File: config.mk
export PLATFORM = sky130hd
export DESIGN_NAME = machine_check_regs
export DESIGN_NICKNAME = d
export VERILOG_FILES = /design/src/rtl/mc_regs_pkg.sv /design/src/rtl/error_bank.sv /design/src/rtl/machine_check_regs.sv
export SDC_FILE = /design/constraint.sdc
export NUM_CORES = 1
export LEC_CHECK = 0
export BUFFER_PORTS_ARGS = -buffer_cell sky130_fd_sc_hd__buf_4
export CAP_MARGIN = 20
export CORE_ASPECT_RATIO = 0.5
export CORE_UTILIZATION = 30
export DETAILED_ROUTE_END_ITERATION = 8
export SLEW_MARGIN = 20
export SYNTH_ARGS = -nofsm -noshare
export SYNTH_HDL_FRONTEND = slang
export SYNTH_SLANG_ARGS = --single-unit
File: constraint.sdc
create_clock -name i_clk -period 2.1 [get_ports i_clk]
set_clock_uncertainty 0.2 [all_clocks]
set_input_delay 0.42 -clock i_clk [delete_from_list [all_inputs] [get_ports i_clk]]
set_output_delay 0.42 -clock i_clk [all_outputs]
set_load 0.01 [all_outputs]
File: src/rtl/mc_regs_pkg.sv
// Constants and types for the machine-check register set.
// Assumes one 10 MHz clock and register ops issued by the core on that clock.
package mc_regs_pkg;

  ////////////////////////////////////////////////////////////////////////////
  // Sizes
  localparam int NUM_BANKS = 4;
  localparam logic [63:0] IMPL_MASK = 64'h0000_0000_0000_FFFF;

  ////////////////////////////////////////////////////////////////////////////
  // Addresses
  localparam logic [31:0] CAP_ADDR = 32'h0000_0179;
  localparam logic [31:0] GSTAT_ADDR = 32'h0000_017A;
  localparam logic [31:0] GEN_ADDR = 32'h0000_017B;
  localparam logic [31:0] BANK_BASE = 32'h0000_0400;
  localparam logic [31:0] BANK_SPAN = 32'h0000_0010;
  localparam logic [1:0] SUB_CTL = 2'h0;
  localparam logic [1:0] SUB_STAT = 2'h1;

  ////////////////////////////////////////////////////////////////////////////
  // Capability contents
  localparam logic [7:0] CAP_COUNT = 8'(NUM_BANKS);
  localparam logic GEN_PRESENT = 1'h1;
  localparam logic EXT_PRESENT = 1'h0;
  localparam logic CMCI_PRESENT = 1'h0;
  localparam logic TES_PRESENT = 1'h1;
  localparam logic [7:0] EXT_REG_COUNT = 8'h00;
  localparam logic SER_PRESENT = 1'h0;
  localparam logic [63:0] CAP_VALUE = {39'h0, SER_PRESENT, EXT_REG_COUNT, 4'h0,
    TES_PRESENT, CMCI_PRESENT, EXT_PRESENT, GEN_PRESENT, CAP_COUNT};

  ////////////////////////////////////////////////////////////////////////////
  // Field positions and reset values
  localparam int GS_RESTART_POINT_GOOD = 0;
  localparam int GS_FAULT_POINT_GOOD = 1;
  localparam int GS_CHECK_HANDLER_ACTIVE = 2;
  localparam int ST_VAL = 63;
  localparam int ST_OVER = 62;
  localparam int ST_UC = 61;
  localparam int ST_EN = 60;
  localparam int ST_THR_MSB = 54;
  localparam int ST_THR_LSB = 53;
  localparam int ST_MODEL_MSB = 31;
  localparam int ST_MODEL_LSB = 16;
  localparam int ST_MCA_MSB = 15;
  localparam logic [1:0] THR_YELLOW = 2'h2;
  localparam logic [63:0] CTL_RST = 64'h0000_0000_0000_0000;
  localparam logic [63:0] GEN_RST = 64'h0000_0000_0000_0000;

  ////////////////////////////////////////////////////////////////////////////
  // State types
  typedef struct packed {
    logic [63:0] ctl;
    logic [63:0] stat;
  } bank_state_t;

  typedef struct packed {
    logic [2:0] gstat;
    logic [63:0] gen;
    logic [63:0] rdata;
    logic ack;
    logic gp;
    logic exc;
    logic shutdown;
  } main_state_t;

endpackage

File: src/rtl/error_bank.sv
// One error-reporting bank: enable flags and the error record.
// Assumes the parent decodes writes and feeds errors on the same clock.
`timescale 1ns/1ns
`default_nettype none
module error_bank (
  input wire logic i_clk,
  input wire logic i_rst_n,
  input wire logic i_ctl_wr,
  input wire logic i_stat_clr,
  input wire logic [63:0] i_wdata,
  input wire logic i_err,
  input wire logic [5:0] i_err_idx,
  input wire logic i_err_uc,
  input wire logic [1:0] i_err_color,
  input wire logic [15:0] i_err_mca,
  input wire logic [15:0] i_err_model,
  output logic [63:0] o_ctl,
  output logic [63:0] o_stat,
  output logic o_raise
);
  import mc_regs_pkg::*;

  bank_state_t s_q;
  bank_state_t s_d;
  logic [63:0] rec;
  logic old_val;
  logic new_wins;

  ////////////////////////////////////////////////////////////////////////////
  // Next state: writes first, then a new error on top
  always_comb begin
    s_d = s_q;
    if (i_ctl_wr) begin
      s_d.ctl = (s_q.ctl & ~IMPL_MASK) | (i_wdata & IMPL_MASK);
    end
    if (i_stat_clr) begin
      s_d.stat = '0;
    end
    old_val = s_d.stat[ST_VAL];
    // Uncorrected kept over all; yellow kept over green
    new_wins = !old_val || (!s_d.stat[ST_UC] && (i_err_uc ||
      !(s_d.stat[ST_THR_MSB:ST_THR_LSB] == THR_YELLOW && i_err_color != THR_YELLOW)));
    // Bits 59:55 and 52:32 stay zero here
    rec = '0;
    rec[ST_VAL] = 1'b1;
    rec[ST_UC] = i_err_uc;
    rec[ST_EN] = s_q.ctl[i_err_idx];
    if (!i_err_uc) begin
      rec[ST_THR_MSB:ST_THR_LSB] = i_err_color;
    end
    rec[ST_MODEL_MSB:ST_MODEL_LSB] = i_err_model;
    rec[ST_MCA_MSB:0] = i_err_mca;
    if (i_err) begin
      if (new_wins) begin
        s_d.stat = rec;
      end
      if (old_val) begin
        s_d.stat[ST_OVER] = 1'b1;
      end
    end
  end

  // State register
  always_ff @(posedge i_clk or negedge i_rst_n) begin
    if (!i_rst_n) begin
      s_q <= '{ctl: CTL_RST, stat: 64'h0};
    end else begin
      s_q <= s_d;
    end
  end

  // Uncorrected enabled error asks for the exception
  assign o_raise = i_err && s_q.ctl[i_err_idx] && i_err_uc;
  assign o_ctl = s_q.ctl;
  assign o_stat = s_q.stat;
endmodule // error_bank
`default_nettype wire

File: src/rtl/machine_check_regs.sv
// Machine-check register set: capability, global state, global enable, banks.
// Assumes register ops and error reports come from core logic on i_clk.
`timescale 1ns/1ns
`default_nettype none
module machine_check_regs (
  input wire logic i_clk,
  input wire logic i_rst_n,
  input wire logic i_op_rd,
  input wire logic i_op_wr,
  input wire logic [31:0] i_op_addr,
  input wire logic [63:0] i_op_wdata,
  input wire logic i_err_valid,
  input wire logic [7:0] i_err_bank,
  input wire logic [5:0] i_err_idx,
  input wire logic i_err_uc,
  input wire logic [1:0] i_err_color,
  input wire logic [15:0] i_err_mca,
  input wire logic [15:0] i_err_model,
  input wire logic i_restart_ok,
  input wire logic i_ip_tied,
  output logic o_op_ack,
  output logic [63:0] o_op_rdata,
  output logic o_op_gp,
  output logic o_fault_exc,
  output logic o_shutdown
);
  import mc_regs_pkg::*;

  main_state_t s_q;
  main_state_t s_d;
  logic [31:0] off;
  logic [7:0] bidx;
  logic [1:0] sub;
  logic hit_cap;
  logic hit_gstat;
  logic hit_gen;
  logic hit_bank;
  logic raise_any;
  logic [NUM_BANKS-1:0] raise_v;
  logic [63:0] ctl_a [NUM_BANKS];
  logic [63:0] stat_a [NUM_BANKS];

  ////////////////////////////////////////////////////////////////////////////
  // Address decode
  assign off = i_op_addr - BANK_BASE;
  assign bidx = off[9:2];
  assign sub = off[1:0];
  assign hit_cap = (i_op_addr == CAP_ADDR);
  assign hit_gstat = (i_op_addr == GSTAT_ADDR);
  assign hit_gen = (i_op_addr == GEN_ADDR);
  assign hit_bank = (i_op_addr >= BANK_BASE) && (off < BANK_SPAN);

  ////////////////////////////////////////////////////////////////////////////
  // Error-reporting banks
  generate
    for (genvar g = 0; g < NUM_BANKS; g++) begin : g_bank
      logic ctl_wr;
      logic stat_clr;
      logic err;
      assign ctl_wr = i_op_wr && hit_bank && bidx == 8'(g) && sub == SUB_CTL;
      // Only an all-zero write clears the record
      assign stat_clr = i_op_wr && hit_bank && bidx == 8'(g) && sub == SUB_STAT
        && i_op_wdata == 64'h0;
      assign err = i_err_valid && i_err_bank == 8'(g);
      error_bank u_bank (
        .i_clk(i_clk),
        .i_rst_n(i_rst_n),
        .i_ctl_wr(ctl_wr),
        .i_stat_clr(stat_clr),
        .i_wdata(i_op_wdata),
        .i_err(err),
        .i_err_idx(i_err_idx),
        .i_err_uc(i_err_uc),
        .i_err_color(i_err_color),
        .i_err_mca(i_err_mca),
        .i_err_model(i_err_model),
        .o_ctl(ctl_a[g]),
        .o_stat(stat_a[g]),
        .o_raise(raise_v[g])
      );
    end
  endgenerate

  // Bank raise gated by its global enable bit
  assign raise_any = |(raise_v & s_q.gen[NUM_BANKS-1:0]);

  ////////////////////////////////////////////////////////////////////////////
  // Next state: register ops, then hardware events
  always_comb begin
    s_d = s_q;
    s_d.ack = i_op_rd || i_op_wr;
    s_d.gp = 1'b0;
    s_d.exc = 1'b0;
    // Read path
    if (i_op_rd) begin
      s_d.rdata = 64'h0;
      if (hit_cap) begin
        s_d.rdata = CAP_VALUE;
      end else if (hit_gstat) begin
        s_d.rdata = {61'h0, s_q.gstat};
      end else if (hit_gen) begin
        s_d.rdata = s_q.gen;
      end else if (hit_bank) begin
        if (sub == SUB_CTL) begin
          s_d.rdata = ctl_a[bidx[1:0]];
        end else if (sub == SUB_STAT) begin
          s_d.rdata = stat_a[bidx[1:0]];
        end
      end else begin
        s_d.gp = 1'b1;
      end
    end
    // Write path
    if (i_op_wr) begin
      if (hit_gstat) begin
        s_d.gstat = i_op_wdata[2:0];
      end else if (hit_gen) begin
        s_d.gen = i_op_wdata;
      end else if (hit_cap) begin
        s_d.gp = 1'b0; // Capability writes dropped
      end else if (hit_bank) begin
        s_d.gp = (sub == SUB_STAT) && (i_op_wdata != 64'h0);
      end else begin
        s_d.gp = 1'b1;
      end
    end
    // Machine-check event wins over a same-cycle write
    if (raise_any) begin
      if (s_q.gstat[GS_CHECK_HANDLER_ACTIVE]) begin
        s_d.shutdown = 1'b1;
      end else begin
        s_d.exc = 1'b1;
        s_d.gstat[GS_CHECK_HANDLER_ACTIVE] = 1'b1;
        s_d.gstat[GS_RESTART_POINT_GOOD] = i_restart_ok;
        s_d.gstat[GS_FAULT_POINT_GOOD] = i_ip_tied;
      end
    end
  end

  // State register
  always_ff @(posedge i_clk or negedge i_rst_n) begin
    if (!i_rst_n) begin
      s_q <= '{gstat: 3'h0, gen: GEN_RST, rdata: 64'h0, ack: 1'b0, gp: 1'b0,
        exc: 1'b0, shutdown: 1'b0};
    end else begin
      s_q <= s_d;
    end
  end

  // Outputs straight from state
  assign o_op_ack = s_q.ack;
  assign o_op_rdata = s_q.rdata;
  assign o_op_gp = s_q.gp;
  assign o_fault_exc = s_q.exc;
  assign o_shutdown = s_q.shutdown;
endmodule // machine_check_regs
`default_nettype wire

==> impl_metrics.csv, run 1 <==
group,metric,value,unit
min_path,hold_path.startpoint,"i_op_wdata[47]",
worst_setup_path,r2r_slack,-510,ps
worst_setup_path,arrival,3200,ps
synthesis,synth_cell_type_count,67,
worst_setup_path,cp-end-kind,"flop",
global_routing,grt_max_degree,67,
synthesis,yosysSeqAreaShare,54.7,%
power,ir_drop,0.484,mV
detailed_routing,drt_pass1_iterations,4,
sta,setup_slack,-851,ps
final_layout,final_common_cell,"dfrtp_1",
final_layout,design_area,28000,um2
synthesis,synth_area_leaders,"dfrtp_1 55%, mux4_2 10%, mux2_2 6.6%",
synthesis,synthArstFlopShare,100,%
final_layout,drive_above_1_share,41.4,%
final_layout,nets,2212,
synthesis,synth_adder_area_share,0,%
global_routing,grt_overflow,0,
power,total_power,18.5,mW
synthesis,muxShareOfSynthArea,18.1,%
synthesis,synth_top_area_share,54.7,%
sta,hold_violations,0,
global_routing,grt_pass1_wl,93100,um
clock_network,cts.path.max_buffers,3,
floorplan,dieArea,70500,um2
clock_network,htreeDepth,2,
synthesis,netlist_instances,1594,
sta,rsz0062_at_grt,"yes",
synthesis,synth_edf_count,0,
worst_setup_path,cp-start-kind,"input pin",
synthesis,synth_top_family_by_area,"multiplexers",
power,p_per_area,660,nW/um2
sta,setup_tns,-308230,ps
placed_design,placed_cell_area,25200,um2
worst_setup_path,worstPathCellList,"buf_6 > or4_4 > or4_4 > o31ai_4 > nand4_4 > or4b_4 > o21a_4 > buf_12 > a22o_1",
global_routing,grt_pass1_vias,15500,
worst_setup_path,cp_data_required_time,2350,ps
clock_network,clock_sinks,455,
power,clkPwrFrac,43.1,%
synthesis,synth.largest_area_cell,"dfrtp_1",
power,p_sw,4.19,mW
sta,tightestPinTransition,719,ps
sta,timing.final.setup_violations,454,
run_status,status,"finished with violations",
final_layout,layout_common_cells,"455 x dfrtp_1, 434 x buf_4, 140 x a22o_1, 122 x mux2_2, 96 x mux4_2",
run,drv_cap,0,
clock_network,cts_buffers,45,
sta,fmax,339,MHz
floorplan,die_w,375,um
sta,maxSlewViolCount,0,
placed_design,pre_cts_ws,-1660,ps
placed_design,port_buffers,219,
synthesis,synth-compound-area-share,10.6,%
global_routing,antenna_found_initial,5,
floorplan,num_rows,67,
floorplan,initial_utilization,30.7,%
worst_setup_path,cp-startpoint,"i_op_addr[15]",
clock_network,clock_latency,560,ps
placed_design,place.gp.congestion,0.803,
floorplan,die_h,188,um
run_status,violations,"negative setup slack",
sta,finalCritPeriodShare,141,%
min_path,holdCritPathClass,"in -> reg",
floorplan,ios,220,
synthesis,ys.warnings.count,0,
detailed_routing,ant_nets,0,
detailed_routing,drt-total-wl,61100,um
power,internal_power,14.3,mW
sta,slew_headroom,52.1,%
clock_network,tritoncts,"built",
worst_setup_path,reg2reg_from,"g_bank[2].u_bank.o_ctl[11]",
synthesis,syn_area,20800,um2
clock_network,path_clk_slew,60,ps
power,combPwrFrac,8.2,%
clock_network,root_buffer,"clkbuf_16",
synthesis,synthSimpleGateAreaFrac,11.0,%
worst_setup_path,critPathMaxFanout,17,
worst_setup_path,cpPeakStageDelay,560,ps
detailed_routing,routedWlPerCell,20.4,um
floorplan,core,67800,um2
detailed_routing,vias_per_cell,4.95,
sta,fin_crit,2950,ps
placed_design,dp.final_hpwl,40600,um
power,p_leak,13.5,nW
synthesis,ys_ff_latch,455,
power,seq_power_share,48.8,%
global_routing,grt_usage,16.9,%
synthesis,synth-main-ff-cell,"dfrtp_1",
detailed_routing,drcViolationCount,0,
worst_setup_path,cpMaxStageDelayCell,"or4b_4",
worst_setup_path,criticalPathCategory,"in -> reg",
synthesis,synth_xor_area_share,0.0421,%
worst_setup_path,cp_common_cell,"or4_4",
detailed_routing,drt_iter0_markers,913,
power,switching_share,22.6,%
synthesis,synth_fp_nets,1746,
synthesis,syn_avg_cell_area,13.1,um2
detailed_routing,via_count,14800,
final_layout,syn2layout_area_growth,34.7,%
[area by class of cell]
type | instances | area (um2)
diodes | 4 | 10.0
clock buffers | 66 | 1280
clock inverters | 10 | 133
fillers | 6265 | 39800
inverters | 58 | 218
multi-input cells | 916 | 8540
flip-flops and latches | 455 | 11400
well taps | 897 | 1120
repair buffers | 584 | 5350
[critical path: cells and delay by family]
family	cells	cell delay (ps)
buffers and inverters	2	260
AO/OA/AOI/OAI	3	680
AND/OR/NAND/NOR	4	1810
[state kept, by name (all words and copies together), names as in the netlist]
register	flops
g_bank.u_bank.o_stat	256
s_q	67
g_bank.u_bank.o_ctl	64
o_op_rdata	64
o_fault_exc	1
o_op_ack	1
o_op_gp	1
o_shutdown	1
[cells in the mapped netlist, drive strengths merged, types with 31 or more instances]
cell    count
nand2b     31
a21oi      69
nor2       34
buf       103
inv        58
mux4       96
mux2      135
a22o      141
nor2b      71
dfrtp     455
o21ai      62
clkbuf     62
and2      107
[path summary, 6_finish.rpt]
kind,cells after the start,endpoint
worst min register to register,1,g_bank[1].u_bank.o_stat[32]
worst min-delay path,3,s_q[115]
min in group asynchronous,2,g_bank[3].u_bank.o_stat[13]
max in group asynchronous,3,o_op_rdata[39]
worst max-delay path,9,g_bank[2].u_bank.o_stat[9]
worst max register to register,7,s_q[133]
[power by group through the flow]
stage | registers, mW | logic (mW) | clock network (mW)
floorplan | 9.15 | 0.503 | 0
global placement | 9.18 | 1.36 | 0
detailed placement | 9.18 | 1.38 | 0
CTS | 9.02 | 1.52 | 8.14
global route | 9.04 | 1.64 | 8.49
finish | 9.03 | 1.51 | 7.97
[timing repair]
action	CTS	global route
hold endpoints to repair	630	0
hold buffers	81	0
gates resized for setup	37	47
gates cloned	4	10
endpoints found under the setup margin	454	454
pin swaps	41	33
buffers inserted	7	7
[metrics by stage]
step                utilization [%]  hold WS, ps  std cells
detailed placement             37.1          124       2805
CTS                            40.9         1.62       2973
global route                   41.4       -0.400       2989
global placement               37.1          123       2805
floorplan                         -        -75.6       1594
finish                         41.4         16.0       2990
[layer usage]
| metal | vias up | GRT usage, % | part of all wire [%] |
|---|---|---|---|
| met5 | - | 0 | 0.016 |
| met1 | 7708 | 22.4 | 43 |
| li1 | 6695 | - | - |
| met2 | 312 | 28.4 | 50 |
| met3 | 87 | 2.33 | 4.3 |
| met4 | 2 | 5.88 | 2.9 |
[kinds of logic after synthesis]
logic type | Yosys count
DFF | 455
and+or+nand+nor | 374
AOI/OAI and AO/OA | 305
muxes | 236
xor gates and xnor gates | 1
buffers and inverters | 223
Power figures use the tool's default switching activity.
==> run 2, diff against run 1 <==
CORE_MARGIN = 3   (was unset)
clock period = 2.5 ns   (was 2.1 ns; I/O delays follow)
==> run 2 against run 1 <==
Against the previous run:
- the flow still finishes with violations (negative setup slack)
- first-iteration DRC count is 8.9% higher
- global-route usage decreased by 0.43 points
- cell count fell by 2.2%
- sequential share of layout area grew 0.76 points
- critical endpoint is now g_bank[2].u_bank.o_stat[18]
- total power down 15%
- largest cell class unchanged
==> impl_metrics.csv, run 2 (synthesized netlist as in run 1, its figures left out) <==
group,metric,value,unit
worst_setup_path,cp-start-kind,"input pin",
final_layout,post-route-util,40.6,%
floorplan,die_h,192,um
power,p_leak,13.2,nW
final_layout,layout_common_cells,"455 x dfrtp_1, 388 x buf_4, 140 x a22o_1, 122 x mux2_2, 96 x mux4_2",
worst_setup_path,cp_data_required_time,2740,ps
power,p_per_area,569,nW/um2
sta,timing.final.setup_violations,451,
detailed_routing,routedWlPerCell,21.0,um
sta,rsz0062_at_grt,"yes",
global_routing,grt_overflow,0,
run_status,violations,"negative setup slack",
worst_setup_path,cp-end-kind,"flop",
detailed_routing,drcViolationCount,0,
floorplan,initial_utilization,30.7,%
detailed_routing,drt-total-wl,61500,um
detailed_routing,vias_per_cell,5.01,
detailed_routing,drt_iter0_markers,994,
final_layout,nFillCells,6323,
sta,tightestPinTransition,589,ps
worst_setup_path,reg2reg_from,"g_bank[3].u_bank.o_ctl[3]",
final_layout,fin_cells,2923,
floorplan,num_rows,67,
global_routing,grt_usage,16.5,%
detailed_routing,ant_nets,0,
global_routing,grt_pass1_vias,15400,
final_layout,largest_reg_flops,256,
clock_network,htreeDepth,2,
floorplan,core,67800,um2
sta,finalCritPeriodShare,123,%
global_routing,grtUsageMet2,28.0,%
sta,fin_crit,3090,ps
final_layout,final_common_cell,"dfrtp_1",
worst_setup_path,arrival,3330,ps
clock_network,path_clk_slew,60,ps
clock_network,clock_sinks,455,
final_layout,syn2layout_area_growth,32.2,%
floorplan,dieArea,72800,um2
floorplan,die_w,379,um
placed_design,dpl.cell_count,2758,
detailed_routing,drt_pass1_iterations,5,
global_routing,grt_pass1_wl,93100,um
placed_design,dp.final_hpwl,41300,um
clock_network,cts.path.max_buffers,3,
sta,fmax,324,MHz
sta,maxSlewViolCount,0,
run_status,status,"finished with violations",
worst_setup_path,criticalPathCategory,"in -> reg",
worst_setup_path,cp-startpoint,"i_op_addr[11]",
clock_network,tritoncts,"built",
power,ir_drop,0.433,mV
min_path,hold_path.startpoint,"i_op_wdata[51]",
sta,slew_headroom,60.6,%
clock_network,clock_latency,560,ps
clock_network,root_buffer,"clkbuf_16",
sta,setup_slack,-586,ps
min_path,holdCritPathClass,"in -> reg",
global_routing,antenna_found_initial,2,
final_layout,drive_above_1_share,40.9,%
sta,hold_violations,0,
worst_setup_path,critPathMaxFanout,25,
sta,setup_tns,-184630,ps
global_routing,use_met3,2.39,%
placed_design,place.gp.congestion,0.821,
global_routing,top_usage_layer,"met2",
run,drv_cap,0,
global_routing,use_met1,21.5,%
placed_design,port_buffers,219,
floorplan,ios,220,
global_routing,grt_max_degree,73,
clock_network,cts_buffers,45,
final_layout,nets,2142,
detailed_routing,via_count,14600,
==> run 2: cell count changes in the layout (fill, tap and decap cells not counted), sizes merged <==
cell	previous run	this run
buf	498	453
bufinv	3	2
dlygate4sd3	81	53
clkbuf	71	69
clkinvlp	0	3
diode	4	2
clkinv	5	13
==> run 2: worst paths after layout <==
kind / end / slack [ps] / depth (start not counted)
worst min register to register: g_bank[1].u_bank.o_stat[45] / 280 / 1
max in group asynchronous: g_bank[2].u_bank.o_stat[22] / 1070 / 3
min in group asynchronous: o_op_rdata[57] / 210 / 2
worst max register to register: s_q[132] / -250 / 6
worst min-delay path: s_q[119] / 20 / 2
worst max-delay path: g_bank[2].u_bank.o_stat[18] / -590 / 9
==> run 2: metrics by stage <==
stage | area, um2 | power [mW] | hold WS (ps) | setup slack [ps]
CTS | 27200 | 15.8 | 1.28 | -542
global placement | 24800 | 8.85 | 194 | -1170
detailed placement | 24800 | 8.87 | 197 | -1200
floorplan | 21000 | 8.11 | 4.41 | -1090
finish | 27500 | 15.7 | 20.4 | -586
global route | 27500 | 16.2 | 8.18 | -621
==> run 2: report_power, final <==
| group | internal (mW) | total [mW] | switching [mW] |
|---|---|---|---|
| registers | 7.50 | 7.58 | 0.0817 |
| clock network | 3.94 | 6.87 | 2.93 |
| logic | 0.628 | 1.22 | 0.595 |
| total | 12.1 | 15.7 | 3.60 |
==> run 2: repair_timing <==
action,CTS,global route
hold buffers,53,0
hold endpoints to repair,216,0
setup endpoints to repair,451,452
gates cloned,6,10
setup buffers,7,8
resized for setup,30,44
pin swaps,9,31
==> run 2: final cells by class <==
| cell class | count | area (um2) | share of cell area (%) |
|---|---|---|---|
| clock buffers | 61 | 1330 | 4.83 |
| well taps | 897 | 1120 | 4.08 |
| multi-input cells | 916 | 8500 | 30.9 |
| clock inverters | 20 | 169 | 0.613 |
| flip-flops and latches | 455 | 11400 | 41.4 |
| repair buffers | 514 | 4810 | 17.5 |
| inverters | 58 | 218 | 0.791 |
| diodes | 2 | 5.00 | 0.0182 |
==> run 2: metal layers <==
layer	part of all wire, %	up-vias	wire length, um
li1	-	6550	-
met1	43	7661	26200
met2	50	325	30600
met3	4.2	107	2570
met4	3.4	0	2110
met5	0	-	0
==> run 2: worst max-delay path, cell delays in order <==
cell and delay [ps]:
buf_6 90, or4_4 530, or4_4 580, o31ai_4 260
nand4_4 130, or4b_4 610, o21a_4 180, buf_12 170
a22o_1 250
==> run 3, diff against run 2 <==
ABC_AREA = 1   (was unset)
CAP_MARGIN = unset   (was 20)
clock period = 3.4 ns   (was 2.5 ns; I/O delays follow)
==> run 3 against run 2 <==
Against the previous run:
- the flow now finishes without violations
- sequential power decreased by 26%
- clock-buffer cell count increased by 7
- non-clock buffer count decreased by 113
- cell count increased by 45%
- via count increased by 45%
- critical endpoint is now g_bank[3].u_bank.o_stat[30]
- largest cell class unchanged
==> impl_metrics.csv, run 3 <==
group,metric,value,unit
run_status,status,"finished, final reports clean",
detailed_routing,vias_per_cell,5.00,
detailed_routing,drt_iter0_markers,1788,
synthesis,syn_avg_cell_area,7.79,um2
global_routing,grtUsageMet2,32.6,%
power,p_leak,14.5,nW
final_layout,fin_cells,4237,
detailed_routing,drcViolationCount,0,
worst_setup_path,arrival,3290,ps
placed_design,port_buffers,219,
placed_design,dp.final_hpwl,55700,um
floorplan,die_h,202,um
floorplan,initial_utilization,30.5,%
global_routing,grt_max_degree,104,
final_layout,nets,3331,
floorplan,num_rows,71,
detailed_routing,drt-total-wl,81100,um
floorplan,core,75700,um2
min_path,hold_depth,2,
final_layout,area.sequential,11400,um2
sta,fmax,336,MHz
detailed_routing,drt_pass1_iterations,6,
detailed_routing,routedWlPerCell,19.1,um
synthesis,synth-main-ff-cell,"dfrtp_1",
synthesis,synth_top_area_share,49.3,%
worst_setup_path,cp_data_required_time,3710,ps
placed_design,dpl.cell_count,4150,
final_layout,syn2layout_area_growth,22.9,%
final_layout,largest_reg_flops,256,
synthesis,synth_fp_nets,3119,
synthesis,ys_ff_latch,455,
worst_setup_path,cp-start-kind,"input pin",
sta,slew_headroom,47.9,%
final_layout,layout_common_cells,"931 x nand2_1, 455 x dfrtp_1, 358 x buf_4, 234 x nand3_1, 227 x inv_1",
run,drv_cap,0,
floorplan,dieArea,80600,um2
global_routing,grt_overflow,0,
synthesis,netlist_instances,2967,
placed_design,place.gp.congestion,0.910,
worst_setup_path,r2r_cells,14,
min_path,hold_path.startpoint,"i_op_wdata[61]",
worst_setup_path,r2r_end,"s_q[133]",
global_routing,use_met1,26.1,%
synthesis,synthArstFlopShare,100,%
clock_network,cts_buffers,48,
clock_network,clock_sinks,455,
global_routing,antenna_found_initial,2,
worst_setup_path,critPathMaxFanout,27,
floorplan,die_w,398,um
synthesis,synth_area_leaders,"dfrtp_1 49%, nand2_1 15%, nand3_1 5.1%",
final_layout,multi_input_area,9670,um2
clock_network,cts.path.max_buffers,3,
synthesis,synth_edf_count,0,
min_path,holdCritPathClass,"in -> reg",
clock_network,tritoncts,"built",
synthesis,synth.most_common_cell,"nand2_1",
global_routing,use_met3,2.67,%
sta,tightestPinTransition,781,ps
power,p_per_area,435,nW/um2
clock_network,htreeDepth,2,
worst_setup_path,cp-end-kind,"flop",
synthesis,synth_cell_type_count,47,
clock_network,path_clk_slew,60,ps
global_routing,top_usage_layer,"met2",
sta,maxSlewViolCount,0,
synthesis,yosysSeqAreaShare,49.3,%
clock_network,root_buffer,"clkbuf_16",
power,total_power,12.3,mW
global_routing,grt_pass1_vias,20800,
final_layout,final_common_cell,"nand2_1",
power,ir_drop,0.342,mV
sta,rsz0062_at_grt,"no",
synthesis,syn_area,23100,um2
worst_setup_path,r2r_slack,1140,ps
detailed_routing,via_count,21200,
clock_network,clock_latency,630,ps
sta,timing.final.setup_violations,0,
global_routing,grt_usage,19.7,%
final_layout,nFillCells,7780,
floorplan,ios,220,
worst_setup_path,criticalPathCategory,"in -> reg",
synthesis,yosys-top-cells-count,"934 x nand2_1, 455 x dfrtp_1, 234 x nand3_1, 228 x inv_1, 218 x nor2_1",
sta,fin_crit,2980,ps
sta,hold_violations,0,
worst_setup_path,reg2reg_from,"g_bank[3].u_bank.o_ctl[15]",
sta,finalCritPeriodShare,87.6,%
detailed_routing,ant_nets,0,
min_path,hold_end,"s_q[129]",
final_layout,drive_above_1_share,17.3,%
global_routing,grt_pass1_wl,125000,um
synthesis,ys.warnings.count,0,
synthesis,synth.largest_area_cell,"dfrtp_1",
-- run 3: cell types whose count changed after synthesis, sizes merged, moves of 46 or more --
cell,previous run,this run
mux2,135,39
nor2,34,228
a21o,1,47
nand2,23,941
a21oi,69,171
o21ai,62,147
inv,58,236
a22o,141,2
mux4,96,0
nor2b,71,0
nand3,26,234
and2,107,2
clkbuf,62,108
-- run 3: power breakdown --
part | leakage (nW) | switching [mW] | internal [mW]
Combinational | 8.17 | 0.781 | 0.427
Clock | 0.797 | 2.35 | 3.16
Sequential | 5.57 | 0.0686 | 5.57
-- run 3: worst max-delay path, stage by stage --
cell,delay [ps]
buf_4,110
inv_1,110
nand4_1,210
nor2_1,290
nand3_1,200
nor2_1,230
buf_4,140
nand2_1,60
nor2_1,90
buf_4,150
nand4_1,220
nand3_1,140
nand2_1,70
nand2_2,140
nand2_2,90
buf_12,210
nand2_1,80
nand2_1,50
-- run 3: final cells by class --
class	instances	share of cell area (%)
Antenna cell	2	0.0176
Clock buffer	68	4.88
Clock inverter	16	0.837
Inverter	240	3.18
Multi-Input combinational cell	2033	34.1
Sequential cell	455	40.1
Tap cell	1022	4.50
Timing Repair Buffer	401	12.4
-- run 3: cells by family (layout without fill, tap and decap cells) --
kind of cell	Yosys count	in the layout	synth area share (%)
other cells	0	2	0
xor+xnor	1	1	0.0379
simple gates	1526	1526	27.9
mux	39	39	1.90
buf+inv	479	725	9.16
flops	455	455	49.3
compound gates	467	467	11.8
-- run 3: worst max-delay path by stage --
| stage | endpoint | from |
|---|---|---|
| final | g_bank[3].u_bank.o_stat[30] | i_op_wdata[35] |
| after global routing | g_bank[3].u_bank.o_stat[18] | i_op_addr[11] |
| after CTS | g_bank[3].u_bank.o_stat[30] | i_op_wdata[35] |
| after detailed placement | g_bank[3].u_bank.o_stat[30] | i_op_wdata[35] |
| after global placement | g_bank[2].u_bank.o_stat[27] | i_op_wdata[35] |
| after floorplan | g_bank[3].u_bank.o_stat[4] | i_op_addr[17] |
-- run 3: per-stage QoR --
step           setup slack [ps]  util [%]  setup TNS (ps)  hold WS, ps  area (um2)
2_1_floorplan               497         -               0          184       23100
3_3_place_gp               -180      35.4          -33020          254       26800
3_5_place_dp               -218      35.4          -37930          255       26800
4_1_cts                     409      37.5               0         56.7       28400
5_1_grt                     162      37.5               0         82.2       28400
6_report                    421      37.5               0         90.5       28400
-- run 3: timing repair --
action | in CTS | in global routing
setup buffers | 0 | 0
hold buffers | 1 | 0
endpoints found under the hold margin | 31 | 0
gates resized for setup | 0 | 0
-- run 3: routing by layer --
metal / vias to the layer above / part of all wire, %
met3: 162 / 5.6
met1: 10300 / 43
met2: 724 / 48
met5: - / 0
met4: 0 / 3.8
li1: 10000 / -
